### src/logic/flash_gate_pkg.sv
// package: register map, field positions, reset values and memory states for the flash write gate
package flash_gate_pkg;

    // =====================================================================
    // register byte offsets (aligned words)
    // =====================================================================
    localparam logic [7:0] OFS_CONFIG    = 8'h00;
    localparam logic [7:0] OFS_STATUS    = 8'h04;
    localparam logic [7:0] OFS_IRQ_STAT  = 8'h08;
    localparam logic [7:0] OFS_IRQ_MASK  = 8'h0C;
    localparam logic [7:0] OFS_FLASH_CTL = 8'h10;
    localparam logic [7:0] OFS_ERASE_LO  = 8'h14;
    localparam logic [7:0] OFS_ERASE_HI  = 8'h18;
    localparam logic [7:0] OFS_BOOT_CTL  = 8'h1C;

    // =====================================================================
    // field positions
    // =====================================================================
    localparam int CFG_ROM_BRK_EN  = 0;
    localparam int CFG_TRACE_EN    = 1;
    localparam int ST_PROG_V       = 0;
    localparam int ST_BOOT_ACTIVE  = 1;
    localparam int ST_USER_RUN     = 2;
    localparam int ST_BRK_PENDING  = 3;
    localparam int ST_FLASH_BUSY   = 4;
    localparam int BOOT_DONE_BIT   = 0;
    localparam int EV_ROM_BRK      = 0;
    localparam int EV_BOOT_ENTER   = 1;
    localparam int EV_BOOT_DONE    = 2;
    localparam int EV_PV_ERASE     = 3;
    localparam int EV_BITS         = 4;

    // =====================================================================
    // reset values and sizes
    // =====================================================================
    localparam logic [31:0] CONFIG_RESET  = 32'h0000_0003;
    localparam logic [7:0]  FLASH_CTL_RST = 8'h00;
    localparam logic [7:0]  ERASE_RST     = 8'h00;
    localparam int          FLASH_AW      = 8;
    localparam logic [7:0]  ERASED_BYTE   = 8'hFF;
    localparam logic [1:0]  RESP_OKAY     = 2'b00;
    localparam logic [1:0]  RESP_SLVERR   = 2'b10;

    // memory access states
    typedef enum logic [1:0] {
        MEM_IDLE,
        MEM_ERASE,
        MEM_DONE
    } mem_state_e;

endpackage : flash_gate_pkg

### src/logic/flash_req_if.sv
// interface: flash array request and answer between gate and memory
`timescale 1ns/1ps
interface flash_req_if;
    logic                              wr_en;
    logic                              erase_en;
    logic [flash_gate_pkg::FLASH_AW-1:0] addr;
    logic [7:0]                        wdata;
    logic [7:0]                        rdata;
    logic                              erase_busy;

    modport gate (output wr_en, output erase_en, output addr, output wdata,
                  input rdata, input erase_busy);
    modport mem  (input wr_en, input erase_en, input addr, input wdata,
                  output rdata, output erase_busy);
endinterface : flash_req_if

### src/logic/flash_store.sv
// emulation memory standing in for the flash array
`timescale 1ns/1ps
module flash_store (
    // clock and reset
    input wire logic aclk,
    input wire logic aresetn,
    // request port
    flash_req_if.mem req
);
    import flash_gate_pkg::*;

    localparam int DEPTH = 1 << FLASH_AW;

    logic [7:0]           mem [DEPTH];
    logic [FLASH_AW-1:0]  erase_ptr;
    mem_state_e           state;

    // erase walk state
    always_ff @(posedge aclk) begin
        if (!aresetn) begin
            state     <= MEM_IDLE;
            erase_ptr <= '0;
        end else begin
            case (state)
                MEM_IDLE: begin
                    if (req.erase_en) begin
                        state     <= MEM_ERASE;
                        erase_ptr <= '0;
                    end
                end
                MEM_ERASE: begin
                    erase_ptr <= erase_ptr + 1'b1;
                    if (&erase_ptr) begin
                        state <= MEM_DONE;
                    end
                end
                MEM_DONE: state <= MEM_IDLE;
                default:  state <= MEM_IDLE;
            endcase
        end
    end

    // array update: single write programs the byte fully
    always_ff @(posedge aclk) begin
        if (state == MEM_ERASE) begin
            mem[erase_ptr] <= ERASED_BYTE;
        end else if (req.wr_en) begin
            mem[req.addr] <= req.wdata;
        end
    end

    assign req.rdata      = mem[req.addr];
    assign req.erase_busy = (state != MEM_IDLE);

endmodule : flash_store

### src/logic/emulated_flash_write_gate.sv
// main file: flash write gate with boot-mode entry, break holding and trace gating
//
// Behaviour
// - with voltage present, writes store except during an erase walk, no break
// - without voltage, writes dropped, break if enabled
// - one write fully programs the byte
// - erase only while voltage is present
// - control and erase-select registers have no effect
// - inverted data stored exactly as written
// - no protection mode ever blocks writes
// - target reset with both pins high enters boot
// - emulator reset never enters boot
// - break_out held during boot, rom_break not; emulator reset aborts
// - boot bus cycles hidden from trace
// - no error flags during write or erase
//
// The AXI4-Lite register port and the address map were chosen for this implementation.
`timescale 1ns/1ps
module emulated_flash_write_gate (
    // clock and reset
    input  wire logic                            aclk,
    input  wire logic                            aresetn,
    // target pins (asynchronous)
    input  wire logic                            prog_voltage_in,
    input  wire logic                            boot_mode_pin,
    input  wire logic                            target_reset_n,
    // cpu bus cycles into the flash region
    input  wire logic                            cpu_wr,
    input  wire logic                            cpu_rd,
    input  wire logic [flash_gate_pkg::FLASH_AW-1:0] cpu_addr,
    input  wire logic [7:0]                      cpu_wdata,
    input  wire logic                            cpu_erase,
    input  wire logic                            cpu_bad_access,
    output logic [7:0]                           cpu_rdata,
    // break and trace
    input  wire logic                            break_req,
    output logic                                 break_out,
    output logic                                 rom_break,
    output logic                                 trace_valid,
    output logic                                 access_error,
    // axi4-lite write address
    input  wire logic [7:0]                      s_axi_awaddr,
    input  wire logic                            s_axi_awvalid,
    output logic                                 s_axi_awready,
    // axi4-lite write data
    input  wire logic [31:0]                     s_axi_wdata,
    input  wire logic [3:0]                      s_axi_wstrb,
    input  wire logic                            s_axi_wvalid,
    output logic                                 s_axi_wready,
    // axi4-lite write response
    output logic [1:0]                           s_axi_bresp,
    output logic                                 s_axi_bvalid,
    input  wire logic                            s_axi_bready,
    // axi4-lite read
    input  wire logic [7:0]                      s_axi_araddr,
    input  wire logic                            s_axi_arvalid,
    output logic                                 s_axi_arready,
    output logic [31:0]                          s_axi_rdata,
    output logic [1:0]                           s_axi_rresp,
    output logic                                 s_axi_rvalid,
    input  wire logic                            s_axi_rready,
    // interrupt
    output logic                                 irq
);
    import flash_gate_pkg::*;

    // =====================================================================
    // pin synchronisers
    // =====================================================================
    logic [1:0] pv_sync;
    logic [1:0] mode_sync;
    logic [1:0] trst_sync;
    logic       prog_v;
    logic       mode_hi;
    logic       trst_n;
    logic       trst_n_d;

    // two flops per pin, plus target reset edge history
    always_ff @(posedge aclk) begin
        if (!aresetn) begin
            pv_sync   <= 2'b00;
            mode_sync <= 2'b00;
            trst_sync <= 2'b11;
            trst_n_d  <= 1'b1;
        end else begin
            pv_sync   <= {pv_sync[0], prog_voltage_in};
            mode_sync <= {mode_sync[0], boot_mode_pin};
            trst_sync <= {trst_sync[0], target_reset_n};
            trst_n_d  <= trst_n;  // idle high, so no false edge after reset
        end
    end
    assign prog_v  = pv_sync[1];
    assign mode_hi = mode_sync[1];
    assign trst_n  = trst_sync[1];

    // =====================================================================
    // registers
    // =====================================================================
    logic [31:0]         config_reg;
    logic [7:0]          flash_ctrl_reg;
    logic [7:0]          erase_block_sel_lo;
    logic [7:0]          erase_block_sel_hi;
    logic [EV_BITS-1:0]  irq_stat;
    logic [EV_BITS-1:0]  irq_mask;
    logic [EV_BITS-1:0]  events;
    logic                boot_active;
    logic                user_run;
    logic                brk_pending;
    logic                boot_done_wr;
    logic                flash_busy;

    // =====================================================================
    // axi4-lite slave
    // =====================================================================
    logic        aw_held;
    logic        w_held;
    logic [7:0]  aw_addr;
    logic [31:0] w_data;
    logic [3:0]  w_strb;
    logic        wr_fire;

    function automatic logic mapped(input logic [7:0] a);
        return (a[1:0] == 2'b00) && (a <= OFS_BOOT_CTL);
    endfunction : mapped

    function automatic logic [7:0] byte_merge(input logic [7:0] old,
                                              input logic [31:0] d,
                                              input logic [3:0] s);
        return s[0] ? d[7:0] : old;
    endfunction : byte_merge

    // write address and data capture, in either order
    always_ff @(posedge aclk) begin
        if (!aresetn) begin
            aw_held       <= 1'b0;
            w_held        <= 1'b0;
            aw_addr       <= 8'h00;
            w_data        <= 32'h0000_0000;
            w_strb        <= 4'h0;
            s_axi_awready <= 1'b1;
            s_axi_wready  <= 1'b1;
        end else begin
            if (s_axi_awvalid && s_axi_awready) begin
                aw_held       <= 1'b1;
                aw_addr       <= s_axi_awaddr;
                s_axi_awready <= 1'b0;
            end
            if (s_axi_wvalid && s_axi_wready) begin
                w_held       <= 1'b1;
                w_data       <= s_axi_wdata;
                w_strb       <= s_axi_wstrb;
                s_axi_wready <= 1'b0;
            end
            if (wr_fire) begin
                aw_held <= 1'b0;
                w_held  <= 1'b0;
            end
            if (s_axi_bvalid && s_axi_bready) begin
                s_axi_awready <= 1'b1;
                s_axi_wready  <= 1'b1;
            end
        end
    end
    assign wr_fire = aw_held && w_held && !s_axi_bvalid;

    // write response
    always_ff @(posedge aclk) begin
        if (!aresetn) begin
            s_axi_bvalid <= 1'b0;
            s_axi_bresp  <= RESP_OKAY;
        end else if (wr_fire) begin
            s_axi_bvalid <= 1'b1;
            s_axi_bresp  <= mapped(aw_addr) ? RESP_OKAY : RESP_SLVERR;
        end else if (s_axi_bready) begin
            s_axi_bvalid <= 1'b0;
        end
    end

    // register writes; erase-select and control registers store only
    always_ff @(posedge aclk) begin
        if (!aresetn) begin
            config_reg         <= CONFIG_RESET;
            irq_mask           <= '0;
            flash_ctrl_reg     <= FLASH_CTL_RST;
            erase_block_sel_lo <= ERASE_RST;
            erase_block_sel_hi <= ERASE_RST;
        end else if (wr_fire) begin
            case (aw_addr)
                OFS_CONFIG:    config_reg[1:0] <= w_strb[0] ? w_data[1:0] : config_reg[1:0];
                OFS_IRQ_MASK:  irq_mask <= w_strb[0] ? w_data[EV_BITS-1:0] : irq_mask;
                OFS_FLASH_CTL: flash_ctrl_reg <= byte_merge(flash_ctrl_reg, w_data, w_strb);
                OFS_ERASE_LO:  erase_block_sel_lo <= byte_merge(erase_block_sel_lo, w_data, w_strb);
                OFS_ERASE_HI:  erase_block_sel_hi <= byte_merge(erase_block_sel_hi, w_data, w_strb);
                default: ;
            endcase
        end
    end
    assign boot_done_wr = wr_fire && (aw_addr == OFS_BOOT_CTL) && w_strb[0]
                          && w_data[BOOT_DONE_BIT];

    // read channel
    always_ff @(posedge aclk) begin
        if (!aresetn) begin
            s_axi_arready <= 1'b1;
            s_axi_rvalid  <= 1'b0;
            s_axi_rdata   <= 32'h0000_0000;
            s_axi_rresp   <= RESP_OKAY;
        end else if (s_axi_arvalid && s_axi_arready) begin
            s_axi_arready <= 1'b0;
            s_axi_rvalid  <= 1'b1;
            s_axi_rresp   <= mapped(s_axi_araddr) ? RESP_OKAY : RESP_SLVERR;
            case (s_axi_araddr)
                OFS_CONFIG:    s_axi_rdata <= config_reg;
                OFS_STATUS:    s_axi_rdata <= {27'h0, flash_busy, brk_pending,
                                               user_run, boot_active, prog_v};
                OFS_IRQ_STAT:  s_axi_rdata <= {28'h0, irq_stat};
                OFS_IRQ_MASK:  s_axi_rdata <= {28'h0, irq_mask};
                OFS_FLASH_CTL: s_axi_rdata <= {24'h0, flash_ctrl_reg};
                OFS_ERASE_LO:  s_axi_rdata <= {24'h0, erase_block_sel_lo};
                OFS_ERASE_HI:  s_axi_rdata <= {24'h0, erase_block_sel_hi};
                default:       s_axi_rdata <= 32'h0000_0000;
            endcase
        end else if (s_axi_rvalid && s_axi_rready) begin
            s_axi_rvalid  <= 1'b0;
            s_axi_arready <= 1'b1;
        end
    end

    // =====================================================================
    // flash access gate
    // =====================================================================
    flash_req_if fr ();

    // write passes unaltered when voltage present
    assign fr.wr_en    = cpu_wr && prog_v;
    assign fr.addr     = cpu_addr;
    assign fr.wdata    = cpu_wdata;
    assign fr.erase_en = cpu_erase && prog_v && !fr.erase_busy;
    assign flash_busy  = fr.erase_busy;

    flash_store u_store (
        .aclk    (aclk),
        .aresetn (aresetn),
        .req     (fr)
    );

    // read data and rom-break pulse
    always_ff @(posedge aclk) begin
        if (!aresetn) begin
            cpu_rdata <= 8'h00;
            rom_break <= 1'b0;
        end else begin
            cpu_rdata <= fr.rdata;
            rom_break <= cpu_wr && !prog_v && config_reg[CFG_ROM_BRK_EN];
        end
    end

    // errors only outside flash programming
    always_ff @(posedge aclk) begin
        if (!aresetn) begin
            access_error <= 1'b0;
        end else begin
            access_error <= cpu_bad_access && !(prog_v || flash_busy);
        end
    end

    // =====================================================================
    // boot mode, break hold, trace
    // =====================================================================
    // entry only on target reset, never on aresetn
    always_ff @(posedge aclk) begin
        if (!aresetn) begin
            boot_active <= 1'b0;
            user_run    <= 1'b0;
        end else if (!trst_n && trst_n_d && mode_hi && prog_v) begin
            boot_active <= 1'b1;
            user_run    <= 1'b1;
        end else if (boot_done_wr) begin
            boot_active <= 1'b0;
        end
    end

    // break held during boot, released after
    always_ff @(posedge aclk) begin
        if (!aresetn) begin
            brk_pending <= 1'b0;
            break_out   <= 1'b0;
        end else begin
            break_out <= 1'b0;
            if (boot_active) begin
                brk_pending <= brk_pending || break_req;
            end else if (brk_pending || break_req) begin
                brk_pending <= 1'b0;
                break_out   <= 1'b1;
            end
        end
    end

    always_ff @(posedge aclk) begin
        if (!aresetn) begin
            trace_valid <= 1'b0;
        end else begin
            trace_valid <= (cpu_wr || cpu_rd) && !boot_active && config_reg[CFG_TRACE_EN];
        end
    end

    // =====================================================================
    // interrupts: sticky, write one to clear, set wins
    // =====================================================================
    assign events = {cpu_erase && !prog_v,
                     boot_done_wr && boot_active,
                     !trst_n && trst_n_d && mode_hi && prog_v,
                     cpu_wr && !prog_v && config_reg[CFG_ROM_BRK_EN]};

    always_ff @(posedge aclk) begin
        if (!aresetn) begin
            irq_stat <= '0;
        end else begin
            if (wr_fire && aw_addr == OFS_IRQ_STAT && w_strb[0]) begin
                irq_stat <= (irq_stat & ~w_data[EV_BITS-1:0]) | events;
            end else begin
                irq_stat <= irq_stat | events;
            end
        end
    end

    always_ff @(posedge aclk) begin
        if (!aresetn) begin
            irq <= 1'b0;
        end else begin
            irq <= |(irq_stat & irq_mask);
        end
    end
endmodule : emulated_flash_write_gate

### config.mk
export PLATFORM = sky130hd
export DESIGN_NAME = emulated_flash_write_gate
export DESIGN_NICKNAME = d
export VERILOG_FILES = /design/src/logic/flash_gate_pkg.sv /design/src/logic/flash_req_if.sv /design/src/logic/flash_store.sv /design/src/logic/emulated_flash_write_gate.sv
export SDC_FILE = /design/constraint.sdc
export NUM_CORES = 2
export LEC_CHECK = 0
export BUFFER_PORTS_ARGS = -buffer_cell sky130_fd_sc_hd__buf_4
export CAP_MARGIN = 20
export CORE_MARGIN = 2
export CORE_UTILIZATION = 40
export DETAILED_ROUTE_END_ITERATION = 16
export HOLD_SLACK_MARGIN = 0.1
export MAX_ROUTING_LAYER = met4
export PLACE_DENSITY_LB_ADDON = 0.12
export SLEW_MARGIN = 15
export SYNTH_ARGS = -nofsm -noshare
export SYNTH_HDL_FRONTEND = slang
export SYNTH_SLANG_ARGS = --single-unit
### constraint.sdc
create_clock -name aclk -period 5.9 [get_ports aclk]
set_clock_uncertainty 0.2 [all_clocks]
set_input_delay 0.295 -clock aclk [delete_from_list [all_inputs] [get_ports aclk]]
set_output_delay 0.295 -clock aclk [all_outputs]
set_load 0.05 [all_outputs]
==> qor.yml <==
pwr:
  irDropWorstVdd_mv: 0.250
  leakage_nw: 33.8
  powerDensity_nw_per_um2: 325
synthesis:
  yosys_most_used_dff: "edfxtp_1"
  synth.cell_area_um2: 85300
  synth_cells: 4435
  yosys-top-cells-area: "edfxtp_1 72%, mux4_2 7.9%, mux2i_1 3.9%"
  synth_edf_count: 2048
  synth_top_area_share_pct: 72.1
  syn_area_per_cell_um2: 19.2
  synth_cell_types: 81
  synth_area_leader_cell: "edfxtp_1"
  yosysWarnings: 0
  synthArstFlopShare_pct: 0
  yosysSeqAreaShare_pct: 74.5
  ys_ff_latch: 2149
setup_path:
  timing.rr.start: "u_store.state[0]"
  critPathCaptureType: "register"
  cp.arrival_ns: 4.82
  crit_path_start_kind: "register"
  worstPathRequired_ns: 6.16
  cp_max_fo: 18
  r2r_setup_slack_ns: 1.34
  path_class: "register to register"
  regToRegEndpoint: "u_store.mem[206][6]"
  reg2regPathDepth: 5
timing:
  finalCritPeriodShare_pct: 77.3
  finalSetupTns_ns: 0
  period_minus_slack_ns: 4.56
  fmax_mhz: 219
  rsz0062_at_grt: "false"
  maxSlewViolCount: 0
  setup_violations: 0
  hold_violations: 0
  max_slew_margin_pct: 23.1
  tightest_slew_ns: 1.15
floorplanning:
  die-area_um2: 217000
  fp.dieW_um: 466
  io_pins: 137
  initial_core_util_pct: 40.2
  chipHeight_um: 466
  rows: 169
  core-area_um2: 212000
clock_network:
  clk_pin_slew_worst_paths_ns: 0.06
  htree_levels: 4
  cts_resized: 0
  cts_tree: "done"
  insertion_delay_ns: 0.85
  cts_hold_buffers: 97
  post_cts_buffers: 0
  cts_inserted_buffers: 221
  cts-root-buf: "clkbuf_16"
  clk_path_buf_depth: 3
  cts_sinks: 2149
detailed_routing:
  ant_nets: 0
  drc: 0
  vias: 44500
  vias_per_cell: 5.79
  wl_per_cell_um: 31.9
  drt_first_pass_iters: 8
  drtIter0Drc: 4720
  drt-total-wl_um: 245000
global_routing:
  grt_pass1_wl_um: 344000
  grt_antenna_before_repair: 17
  grt_max_degree: 157
  grt.overflow.total: 0
  grt.total_usage_pct: 23.2
  grt_pass1_vias: 44000
finish:
  area_growth_pct: 13.0
  fillCellCount: 18000
  drive_gt1_share_pct: 17.8
  largest_register_ffs: 2048
  final_nets: 4762
  final_util_pct: 45.4
  top_register: "u_store.mem"
placement:
  gp_congestion: 0.847
  io_buffers: 83
  hpwl_um: 150000
hold_path:
  worstHoldEndpoint: "irq_stat[3]"
  hold-path-cell-count: 4
  hold_start: "cpu_erase"
  worstHoldPathType: "input pin to register"
outcome:
  status: "finished clean"
flow_run:
  cap_violations: 0
-- cells by family after synthesis --
group / share of synthesized area [%]
other: 0.00440
xor gates and xnor gates: 0.0514
and+or+nand+nor: 4.06
DFF: 74.5
buffers and inverters: 2.68
AOI/OAI and AO/OA: 4.32
adders and majority gates: 0.0147
muxes: 14.4
-- worst max-delay path: stages, from the launching register on --
cell	delay (ns)
dfxtp_1	0.43
and2b_1	0.48
nor2_2	0.27
o31ai_1	0.79
nand3_1	0.92
nor2_1	1.04
-- metrics by stage --
stage	cell area, um^2	instances	hold WS, ns	total power [mW]	worst slack [ns]
finish	96400	7699	0.176	31.3	1.34
global route	96400	7697	0.170	32.2	1.21
CTS	96300	7684	0.102	31.6	1.37
detailed placement	88500	7177	0.196	18.2	1.37
global placement	88500	7177	0.196	18.2	1.50
floorplan	85400	4460	0.186	17.8	0.935
-- cell usage in the layout (no fill, tap or decap), types with 45 or more instances in the layout --
| cell type | Yosys | final |
|---|---|---|
| o21ai_0 | 76 | 76 |
| dfxtp_1 | 101 | 101 |
| buf_4 | 43 | 169 |
| mux4_2 | 300 | 300 |
| nand2_1 | 150 | 149 |
| clkbuf_16 | 0 | 226 |
| nand3_1 | 48 | 48 |
| o22ai_1 | 81 | 81 |
| mux2i_1 | 331 | 331 |
| a21oi_1 | 45 | 45 |
| o221ai_1 | 68 | 68 |
| edfxtp_1 | 2048 | 2048 |
| a22oi_1 | 68 | 68 |
| dlygate4sd3_1 | 1 | 97 |
| nor2_1 | 305 | 304 |
| mux4_1 | 73 | 73 |
| clkinv_1 | 1 | 54 |
| clkbuf_1 | 89 | 71 |
-- how the worst max path moves through the flow --
stage                               end  slack, ns              from
CTS                 u_store.mem[206][0]       1.37  u_store.state[0]
global placement    u_store.mem[197][5]       1.50  u_store.state[0]
global route        u_store.mem[206][7]       1.21  u_store.state[0]
finish              u_store.mem[206][6]       1.34  u_store.state[0]
floorplan             u_store.mem[0][0]       0.93  u_store.state[0]
detailed placement  u_store.mem[206][4]       1.37  u_store.state[0]
-- layout make-up --
cell class | instances | area, um^2 | share of cell area (%)
Antenna cell | 13 | 32.5 | 0.0338
Clock buffer | 309 | 6080 | 6.31
Clock inverter | 101 | 791 | 0.821
Inverter | 8 | 32.5 | 0.0338
Multi-Input combinational cell | 2010 | 19700 | 20.4
Sequential cell | 2149 | 63500 | 65.9
Tap cell | 2821 | 3530 | 3.66
Timing Repair Buffer | 288 | 2680 | 2.78
-- power by group --
| group | internal (mW) | total [mW] | leakage [nW] | switching (mW) |
|---|---|---|---|---|
| Combinational | 0.472 | 1.39 | 8.24 | 0.921 |
| Sequential | 16.5 | 16.6 | 22.2 | 0.0339 |
| Clock | 7.55 | 13.4 | 3.35 | 5.83 |
| Total | 24.6 | 31.3 | 33.8 | 6.78 |
-- cells in the mapped netlist, drive strengths merged, types with 4 or more instances --
master and count:
mux2 24, o21ai 80, a22oi 68, o311ai 5
a21boi 28, a21oi 45, dfxtp 101, o221ai 71
a22o 4, o32ai 12, buf 193, o22ai 81
o22a 5, o211ai 12, nand3 48, nor4bb 4
o31ai 9, nand2b 14, edfxtp 2048, nand4 14
nor2b 42, and2 13, nor3b 4, clkbuf 95
a221oi 41, nor4 12, mux4 373, a31oi 9
inv 7, a2111oi 10, o2111ai 7, mux2i 331
nor2 306, or3 30, and4b 4, nor3 41
nand3b 11, nand2 150, or2 19, and3 13
xor2 4, a211oi 13
-- metal layers --
metal | share of wire (%) | global-route usage [%] | vias to the layer above
met5 | 0 | - | -
met4 | 2.3 | 5.59 | 0
met3 | 6.8 | 3.98 | 313
met2 | 47 | 34.9 | 1586
met1 | 44 | 32.9 | 23900
li1 | - | - | 18700
Power figures use the tool's default switching activity.
